`config.mk`:
```
export PLATFORM = sky130hd
export DESIGN_NAME = rtca_alarm_clock_output_pin
export DESIGN_NICKNAME = d
export VERILOG_FILES = /design/src/inc/rtca_pkg.sv /design/src/rtl/rtca_sync_edge.sv /design/src/rtl/rtca_clock_output_pin.sv /design/src/rtl/rtca_alarm_clock_output_pin.sv
export VERILOG_INCLUDE_DIRS = /design/src /design/src/inc
export SDC_FILE = /design/constraint.sdc
export NUM_CORES = 1
export LEC_CHECK = 0
export BUFFER_PORTS_ARGS = -buffer_cell sky130_fd_sc_hd__buf_4
export CAP_MARGIN = 10
export CORE_AREA = 2 2 119 121
export CTS_CLUSTER_DIAMETER = 200
export CTS_CLUSTER_SIZE = 8
export DETAILED_ROUTE_END_ITERATION = 6
export DIE_AREA = 0 0 121 123
export GPL_TIMING_DRIVEN = 0
export PLACE_DENSITY = 0.5
export REMOVE_ABC_BUFFERS = 1
export SLEW_MARGIN = 20
export SYNTH_ARGS = -nofsm -noshare
export SYNTH_HDL_FRONTEND = slang
export SYNTH_SLANG_ARGS = --single-unit
export TNS_END_PERCENT = 20
```
`constraint.sdc`:
```
create_clock -name clock -period 3.2 [get_ports clock]
set_input_delay 0.48 -clock clock [delete_from_list [all_inputs] [get_ports clock]]
set_output_delay 0.48 -clock clock [all_outputs]
set_load 0.01 [all_outputs]
```
`src/inc/rtca_cfg.svh`:
```
// Purpose: offsets, field positions, reset values and rates of the alarm and clock-output block
// Assumes: byte-wide registers at consecutive byte addresses on the serial register port
// Notes: definitions only
`ifndef RTCA_CFG_SVH
`define RTCA_CFG_SVH

// ----------------------------------------
// register offsets
// ----------------------------------------
`define RTCA_OFS_MONTH 8'h07
`define RTCA_OFS_YEAR 8'h08
`define RTCA_OFS_AL_MIN 8'h09
`define RTCA_OFS_AL_HOUR 8'h0a
`define RTCA_OFS_AL_DAY 8'h0b
`define RTCA_OFS_AL_WDAY 8'h0c
`define RTCA_OFS_CLOCK_OUTPUT_PIN 8'h0d

// ----------------------------------------
// field positions
// ----------------------------------------
`define RTCA_CENTURY_BIT 7
`define RTCA_MONTH_MSB 4
`define RTCA_ALOFF_BIT 7
`define RTCA_MIN_MSB 6
`define RTCA_HOUR_MSB 5
`define RTCA_DAY_MSB 5
`define RTCA_WDAY_MSB 2
`define RTCA_OUTEN_BIT 7
`define RTCA_RATE_MSB 1

// ----------------------------------------
// reset values
// ----------------------------------------
`define RTCA_RST_MONTH 8'h01
`define RTCA_RST_YEAR 8'h00
`define RTCA_RST_ALARM 8'h80
`define RTCA_RST_CLOCK_OUTPUT_PIN 8'h80

// ----------------------------------------
// bcd limits and rates
// ----------------------------------------
`define RTCA_YEAR_MAX 8'h99
`define RTCA_MIN_MAX 8'h59
`define RTCA_HOUR_MAX 8'h23
`define RTCA_DAY_MAX 8'h31
`define RTCA_WDAY_MAX 8'h06
`define RTCA_OSC_HZ 32768
`define RTCA_F1024_HZ 1024
`define RTCA_F32_HZ 32
`define RTCA_F1_HZ 1

`endif

```
`src/inc/rtca_pkg.sv`:
```
// Purpose: types shared by the alarm and clock-output block
// Assumes: nothing
// Notes: numbers live in rtca_cfg.svh
package rtca_pkg;

  // ----------------------------------------
  // carriers
  // ----------------------------------------
  typedef struct packed {
    logic wr;
    logic rd;
    logic [7:0] addr;
    logic [7:0] wdata;
  } rtca_regreq_type;

  typedef struct packed {
    logic [7:0] minute;
    logic [7:0] hour;
    logic [7:0] day;
    logic [7:0] weekday;
  } rtca_time_type;

  typedef logic [1:0] rtca_rate_type;

endpackage : rtca_pkg

```
`src/rtl/rtca_sync_edge.sv`:
```
// Purpose: bring the oscillator level into the clock domain and find its rising edges
// Assumes: input is asynchronous to clock
// Notes: first stage feeds only the second
`timescale 1ns/1ps
`default_nettype none
module rtca_sync_edge (
  // clock and reset
  input wire logic clock,
  input wire logic nrst,
  input wire logic ce,
  // asynchronous level
  input wire logic async_in,
  // synchronised view
  output logic level,
  output logic rise
);
  import rtca_pkg::*;

  logic meta_r;
  logic sync_r;
  logic last_r;

  always_ff @(posedge clock or negedge nrst) begin
    if (!nrst) begin
      meta_r <= 1'b0;
      sync_r <= 1'b0;
      last_r <= 1'b0;
    end else if (ce) begin
      meta_r <= async_in;
      sync_r <= meta_r;
      last_r <= sync_r;
    end
  end

  assign level = sync_r;
  assign rise = sync_r & ~last_r & ce;

endmodule : rtca_sync_edge
`default_nettype wire

```
`src/rtl/rtca_clock_output_pin.sv`:
```
// Purpose: divide the oscillator and drive the clock output pin
// Assumes: osc_rise is one cycle per oscillator rising edge
// Notes: divider runs even when the pin is off, so a re-enable resumes in phase
`include "rtca_cfg.svh"
`timescale 1ns/1ps
`default_nettype none
module rtca_clock_output_pin (
  // clock and reset
  input wire logic clock,
  input wire logic nrst,
  input wire logic ce,
  // oscillator view
  input wire logic osc_lvl,
  input wire logic osc_rise,
  // control
  input wire logic enable,
  input wire rtca_pkg::rtca_rate_type rate,
  // pin
  output logic pin_o,
  output logic pin_oe
);
  import rtca_pkg::*;

  localparam int B1024 = $clog2(`RTCA_OSC_HZ / `RTCA_F1024_HZ) - 1;
  localparam int B32 = $clog2(`RTCA_OSC_HZ / `RTCA_F32_HZ) - 1;
  localparam int B1 = $clog2(`RTCA_OSC_HZ / `RTCA_F1_HZ) - 1;

  logic [B1:0] div_r;
  logic sel;

  always_ff @(posedge clock or negedge nrst) begin
    if (!nrst) begin
      div_r <= '0;
    end else if (ce && osc_rise) begin
      div_r <= div_r + 1'b1;
    end
  end

  always_comb begin
    unique case (rate)
      2'h0: sel = osc_lvl;
      2'h1: sel = div_r[B1024];
      2'h2: sel = div_r[B32];
      2'h3: sel = div_r[B1];
    endcase
  end

  // pin stays low while released, so a pulled line never sees a stale high
  always_ff @(posedge clock or negedge nrst) begin
    if (!nrst) begin
      pin_o <= 1'b0;
      pin_oe <= 1'b0;
    end else if (ce) begin
      pin_o <= enable & sel;
      pin_oe <= enable;
    end
  end

endmodule : rtca_clock_output_pin
`default_nettype wire

```
`src/rtl/rtca_alarm_clock_output_pin.sv`:
```
// Purpose: year/month-century registers, four-field calendar alarm and clock output control
// Assumes: time counters and year tick come from timekeeping logic on the same clock
// Notes: oscillator input is asynchronous and sampled through two flip-flops
`include "rtca_cfg.svh"
`timescale 1ns/1ps
`default_nettype none
module rtca_alarm_clock_output_pin (
  // clock and reset
  input wire logic clock,
  input wire logic nrst,
  input wire logic ce,
  // register port from the serial slave
  input wire rtca_pkg::rtca_regreq_type reg_req,
  output logic [7:0] reg_rdata,
  // timekeeping
  input wire rtca_pkg::rtca_time_type now,
  input wire logic year_tick,
  // flag access from the control/status register
  input wire logic flag_wr,
  input wire logic flag_wdata,
  output logic alarm_match_flag,
  // oscillator and clock output pin
  input wire logic osc_in,
  output logic clock_output_pin_o,
  output logic clock_output_pin_oe
);
  import rtca_pkg::*;

  // ----------------------------------------
  // helpers
  // ----------------------------------------
  function automatic logic bcd_ok(input logic [7:0] v, input logic [7:0] lo,
                                  input logic [7:0] hi);
    bcd_ok = (v[3:0] <= 4'h9) && (v[7:4] <= 4'h9) && (v >= lo) && (v <= hi);
  endfunction : bcd_ok

  function automatic logic [7:0] bcd_inc(input logic [7:0] v);
    logic [7:0] r;
    r = v;
    if (v[3:0] >= 4'h9) begin
      r[3:0] = 4'h0;
      r[7:4] = v[7:4] + 4'h1;
    end else begin
      r[3:0] = v[3:0] + 4'h1;
    end
    bcd_inc = r;
  endfunction : bcd_inc

  function automatic logic wr_hit(input rtca_regreq_type q, input logic [7:0] ofs);
    wr_hit = q.wr && (q.addr == ofs);
  endfunction : wr_hit

  // ----------------------------------------
  // registers
  // ----------------------------------------
  logic [7:0] year_r;
  logic [`RTCA_MONTH_MSB:0] month_r;
  logic century_r;
  logic [7:0] al_min_r;
  logic [7:0] al_hour_r;
  logic [7:0] al_day_r;
  logic [7:0] al_wday_r;
  logic clk_en_r;
  rtca_rate_type rate_r;
  logic [7:0] rdata_nxt;
  logic year_wrap;

  assign year_wrap = year_tick && (year_r == `RTCA_YEAR_MAX);

  // software write wins over a tick in the same cycle
  always_ff @(posedge clock or negedge nrst) begin
    if (!nrst) begin
      year_r <= `RTCA_RST_YEAR;
    end else if (ce) begin
      if (wr_hit(reg_req, `RTCA_OFS_YEAR)) begin
        year_r <= reg_req.wdata;
      end else if (year_wrap) begin
        year_r <= 8'h00;
      end else if (year_tick) begin
        year_r <= bcd_inc(year_r);
      end
    end
  end

  always_ff @(posedge clock or negedge nrst) begin
    if (!nrst) begin
      month_r <= 5'(`RTCA_RST_MONTH);
      century_r <= 1'b0;
    end else if (ce) begin
      if (wr_hit(reg_req, `RTCA_OFS_MONTH)) begin
        month_r <= reg_req.wdata[`RTCA_MONTH_MSB:0];
        century_r <= reg_req.wdata[`RTCA_CENTURY_BIT];
      end else if (year_wrap && !wr_hit(reg_req, `RTCA_OFS_YEAR)) begin
        century_r <= ~century_r;
      end
    end
  end

  always_ff @(posedge clock or negedge nrst) begin
    if (!nrst) begin
      al_min_r <= `RTCA_RST_ALARM;
      al_hour_r <= `RTCA_RST_ALARM;
      al_day_r <= `RTCA_RST_ALARM;
      al_wday_r <= `RTCA_RST_ALARM;
    end else if (ce) begin
      if (wr_hit(reg_req, `RTCA_OFS_AL_MIN)) begin
        al_min_r <= {reg_req.wdata[`RTCA_ALOFF_BIT], reg_req.wdata[`RTCA_MIN_MSB:0]};
      end
      if (wr_hit(reg_req, `RTCA_OFS_AL_HOUR)) begin
        al_hour_r <= {reg_req.wdata[`RTCA_ALOFF_BIT], 1'b0,
                      reg_req.wdata[`RTCA_HOUR_MSB:0]};
      end
      if (wr_hit(reg_req, `RTCA_OFS_AL_DAY)) begin
        al_day_r <= {reg_req.wdata[`RTCA_ALOFF_BIT], 1'b0,
                     reg_req.wdata[`RTCA_DAY_MSB:0]};
      end
      if (wr_hit(reg_req, `RTCA_OFS_AL_WDAY)) begin
        al_wday_r <= {reg_req.wdata[`RTCA_ALOFF_BIT], 4'h0,
                      reg_req.wdata[`RTCA_WDAY_MSB:0]};
      end
    end
  end

  always_ff @(posedge clock or negedge nrst) begin
    if (!nrst) begin
      clk_en_r <= 1'(`RTCA_RST_CLOCK_OUTPUT_PIN >> `RTCA_OUTEN_BIT);
      rate_r <= rtca_rate_type'(`RTCA_RST_CLOCK_OUTPUT_PIN);
    end else if (ce && wr_hit(reg_req, `RTCA_OFS_CLOCK_OUTPUT_PIN)) begin
      clk_en_r <= reg_req.wdata[`RTCA_OUTEN_BIT];
      rate_r <= reg_req.wdata[`RTCA_RATE_MSB:0];
    end
  end

  // ----------------------------------------
  // read path
  // ----------------------------------------
  always_comb begin
    unique case (reg_req.addr)
      `RTCA_OFS_MONTH: rdata_nxt = {century_r, 2'h0, month_r};
      `RTCA_OFS_YEAR: rdata_nxt = year_r;
      `RTCA_OFS_AL_MIN: rdata_nxt = al_min_r;
      `RTCA_OFS_AL_HOUR: rdata_nxt = al_hour_r;
      `RTCA_OFS_AL_DAY: rdata_nxt = al_day_r;
      `RTCA_OFS_AL_WDAY: rdata_nxt = al_wday_r;
      `RTCA_OFS_CLOCK_OUTPUT_PIN: rdata_nxt = {clk_en_r, 5'h00, rate_r};
      default: rdata_nxt = 8'h00;
    endcase
  end

  always_ff @(posedge clock or negedge nrst) begin
    if (!nrst) begin
      reg_rdata <= 8'h00;
    end else if (ce && reg_req.rd) begin
      reg_rdata <= rdata_nxt;
    end
  end

  // ----------------------------------------
  // alarm comparison
  // ----------------------------------------
  logic [3:0] act;
  logic [3:0] hit;
  logic cmp_match;
  logic match_prev_r;

  // an enabled field with an out-of-range value takes no part
  always_comb begin
    act[0] = !al_min_r[`RTCA_ALOFF_BIT] &&
             bcd_ok({1'b0, al_min_r[6:0]}, 8'h00, `RTCA_MIN_MAX);
    act[1] = !al_hour_r[`RTCA_ALOFF_BIT] &&
             bcd_ok({2'h0, al_hour_r[5:0]}, 8'h00, `RTCA_HOUR_MAX);
    act[2] = !al_day_r[`RTCA_ALOFF_BIT] &&
             bcd_ok({2'h0, al_day_r[5:0]}, 8'h01, `RTCA_DAY_MAX);
    act[3] = !al_wday_r[`RTCA_ALOFF_BIT] &&
             bcd_ok({5'h00, al_wday_r[2:0]}, 8'h00, `RTCA_WDAY_MAX);
    hit[0] = al_min_r[6:0] == now.minute[6:0];
    hit[1] = al_hour_r[5:0] == now.hour[5:0];
    hit[2] = al_day_r[5:0] == now.day[5:0];
    hit[3] = al_wday_r[2:0] == now.weekday[2:0];
    cmp_match = (|act) && ((hit | ~act) == 4'hf);
  end

  always_ff @(posedge clock or negedge nrst) begin
    if (!nrst) begin
      match_prev_r <= 1'b0;
    end else if (ce) begin
      match_prev_r <= cmp_match;
    end
  end

  // a set in the clearing cycle wins, so no match is lost
  always_ff @(posedge clock or negedge nrst) begin
    if (!nrst) begin
      alarm_match_flag <= 1'b0;
    end else if (ce) begin
      if (cmp_match && !match_prev_r) begin
        alarm_match_flag <= 1'b1;
      end else if (flag_wr && !flag_wdata) begin
        alarm_match_flag <= 1'b0;
      end
    end
  end

  // ----------------------------------------
  // clock output
  // ----------------------------------------
  logic osc_lvl;
  logic osc_rise;

  rtca_sync_edge u_osc_sync (
    .clock(clock),
    .nrst(nrst),
    .ce(ce),
    .async_in(osc_in),
    .level(osc_lvl),
    .rise(osc_rise)
  );

  rtca_clock_output_pin u_clock_output_pin (
    .clock(clock),
    .nrst(nrst),
    .ce(ce),
    .osc_lvl(osc_lvl),
    .osc_rise(osc_rise),
    .enable(clk_en_r),
    .rate(rate_r),
    .pin_o(clock_output_pin_o),
    .pin_oe(clock_output_pin_oe)
  );
endmodule : rtca_alarm_clock_output_pin
`default_nettype wire

```
==> results.tsv <==
stage	metric	value	unit
status	status	finished clean	
floorplanning	die area	14900	um2
floorplanning	Initial Util	29.3	%
drt	Iteration-0 DRC Markers	152	
drt	highest metal used	met4	
drt	Detailed Routing Iterations Pass 1	4	
grt	initial antenna violation count	0	
clocking	Clock Tree Root	clkbuf_16	
drt	Met1 Wirelength	4600	um
placed_design	gpl congestion	0.789	
floorplanning	core area	13600	um2
synth	leading area contributor after synthesis	dfrtp_1	
cells_and_area	Layout area overhead	22.7	%
grt	largest net degree at the start of global routing	74	
flow_run	Max-Cap Viols	0	
synth	Yosys cell types	62	
synth	count leader, synth	dfrtp_1	
synth	Synth Cell Area	3990	um2
worst_hold_path	worst hold path class	in2async	
timing	max_slew headroom	38.0	%
worst_setup_path	worst endpoint required time	3400	ps
placed_design	HPWL Detailed	7440	um
synth	Post-synth top cells	67 x dfrtp_1, 30 x mux2_2, 28 x nand2_1	
synth	Synth Instances	349	
synth	post-synth top area share	42.0	%
timing	Setup Skew	8.63	ps
drt	met2 WL	4840	um
clocking	Post-CTS Hold Buffers	0	
synth	synth top area cells	dfrtp_1 42%, mux2_2 8.5%, xor2_1 4.2%	
placed_design	port bufs	57	
clocking	Sink Count	73	
worst_setup_path	crit path capture	year_r[0]	
grt	Overall Global Routing Usage	14.3	%
worst_setup_path	CP max FO	14	
drt	routed wire length	9990	um
drt	routed via count	2923	
clocking	H-tree depth	3	
clocking	clock latency on the worst-skew pair	340	ps
worst_setup_path	CP startpoint kind	primary input	
cells_and_area	Ant. Diodes	0	
cells_and_area	NumNets Final	468	
timing	Max Freq	460	MHz
synth	#FFs+latches synth	73	
synth	Post-synth ARST share	100	%
power	Static Leak	0.00224	uW
drt	met3 WL post-DR	419	um
worst_setup_path	Reg-to-Reg Start	al_min_r[6]	
cells_and_area	share of cells above drive strength 1	31.7	%
timing	RSZ-0062 raised after global routing	false	
synth	Seq/Total Area, Yosys	46.0	%
clocking	CTS tree	yes	
floorplanning	Die H	123	um
synth	Avg Inst Size Synth	11.4	um2
worst_setup_path	worst r2r dst	alarm_match_flag	
timing	Slew Limit Fails	0	
worst_setup_path	Arr. time, crit path	2370	ps
cells_and_area	fin util	36.0	%
clocking	Max Buffers Root-to-Sink	2	
drt	routed vias/inst	4.95	
cells_and_area	fin area	4890	um2
floorplanning	Core Rows	43	
synth	EDFF count, synth	0	
drt	DR WL/cell	16.9	um
timing	Final setup viols	0	
floorplanning	num ports	68	
synth	Post-synth top flop	dfrtp_1	
worst_setup_path	CP Launch Point	reg_req[13]	
worst_setup_path	CP endpoint kind	register	
power	power density over the cells	547	nW/um2
grt	vias in the first global route	2963	
worst_setup_path	flop2flop setup slack	1300	ps
timing	Period minus WS final	2180	ps
timing	setup TNS	0	ps
grt	first-pass GRT wire length	16100	um
power	peak supply drop	0.216	mV
clocking	Post-CTS Setup Inserts	0	
drt	antenna-violating nets left	0	
clocking	Resized Gates After CTS	0	
timing	Final Hold Vio Count	0	
clocking	Worst-path clk slew	60	ps
clocking	Num CTS Buffers	9	
placed_design	Post-DP Area	4580	um2
worst_setup_path	depth of the most critical reg-to-reg path	5	
synth	Synth Warn #	0	
floorplanning	Die Width	121	um
drt	# DRC	0	
timing	crit share post-route	68.0	%
worst_setup_path	WS Path Type	in2reg	
timing	Slew @ Worst Pin	929	ps
grt	remaining global-route overflow	0	
how the worst min path moves through the flow:
stage | startpoint | to | slack (ps)
2_1_floorplan | nrst | al_day_r[0] | 180
3_3_place_gp | u_clock_output_pin.div_r[6] | u_clock_output_pin.div_r[6] | 450
3_5_place_dp | match_prev_r | alarm_match_flag | 460
4_1_cts | nrst | u_clock_output_pin.div_r[7] | 330
5_1_grt | nrst | u_clock_output_pin.div_r[7] | 360
6_report | nrst | u_clock_output_pin.div_r[7] | 270
metrics by stage:
step | total power, uW | cells | hold WS (ps) | setup slack, ps
after floorplan | 1410 | 337 | 184 | 1110
after global placement | 1600 | 574 | 447 | 689
after detailed placement | 1610 | 574 | 457 | 690
after CTS | 2700 | 590 | 325 | 1040
after global routing | 2810 | 590 | 357 | 903
final | 2680 | 590 | 267 | 1020
layout by cell type, fill, tap and decap left out, types with 5 or more instances in the layout:
cell type,count
dfrtp_1,67
buf_4,57
mux2_2,30
nand2_1,28
xor2_1,19
nor2_1,18
xnor2_1,17
a22o_1,12
o21ai_0,11
nand3_1,11
inv_1,9
a21oi_1,9
clkbuf_16,9
mux2_4,7
mux4_2,6
mux2i_1,6
ha_1,6
dfstp_2,6
and2_1,5
sequential cells by signal (all words and copies together), names as in the netlist:
name and flops:
u_clock_output_pin.div_r 15, al_min_r 8, reg_rdata 8, year_r 8, u_clock_output_pin.pin_oe 1, al_day_r 7
clk_en_r 1, century_r 1, u_clock_output_pin.pin_o 1, al_wday_r 4, al_hour_r 7, u_osc_sync.meta_r 1
alarm_match_flag 1, month_r 5, u_osc_sync.level 1, match_prev_r 1, rate_r 2, u_osc_sync.last_r 1
kinds of logic after synthesis:
kind of cell / share of synthesized area, %
AND/OR/NAND/NOR: 13.8
flip-flops: 46.0
AO/OA/AOI/OAI: 11.4
multiplexers: 16.6
XOR/XNOR: 7.91
buffers and inverters: 2.48
adder cells (fa/ha/maj): 1.88
power breakdown:
group	internal [uW]	leakage [uW]	switching, uW
sequential	1020	0.000966	133
clock	685	0.000153	399
combinational	228	0.00112	207
layer usage:
| layer | vias to the layer above | track usage, % |
|---|---|---|
| li1 | 1394 | - |
| met1 | 1461 | 18.8 |
| met2 | 58 | 23.8 |
| met3 | 10 | 2.95 |
| met4 | 0 | 4.58 |
| met5 | - | 0 |
layout make-up:
class | instances | area [um2]
clock inverters | 6 | 90.1
well taps | 180 | 225
fillers | 1344 | 8720
clock buffers | 10 | 229
flip-flops and latches | 73 | 1830
multi-input cells | 255 | 2050
repair buffers | 57 | 428
inverters | 9 | 33.8
critical path: stages:
cell	delay [ps]
buf_4	120
nor4_4	470
and4_1	610
o21ai_1	260
a221o_1	300
a21boi_1	120
Note: power is estimated with default switching activity, not from simulation.
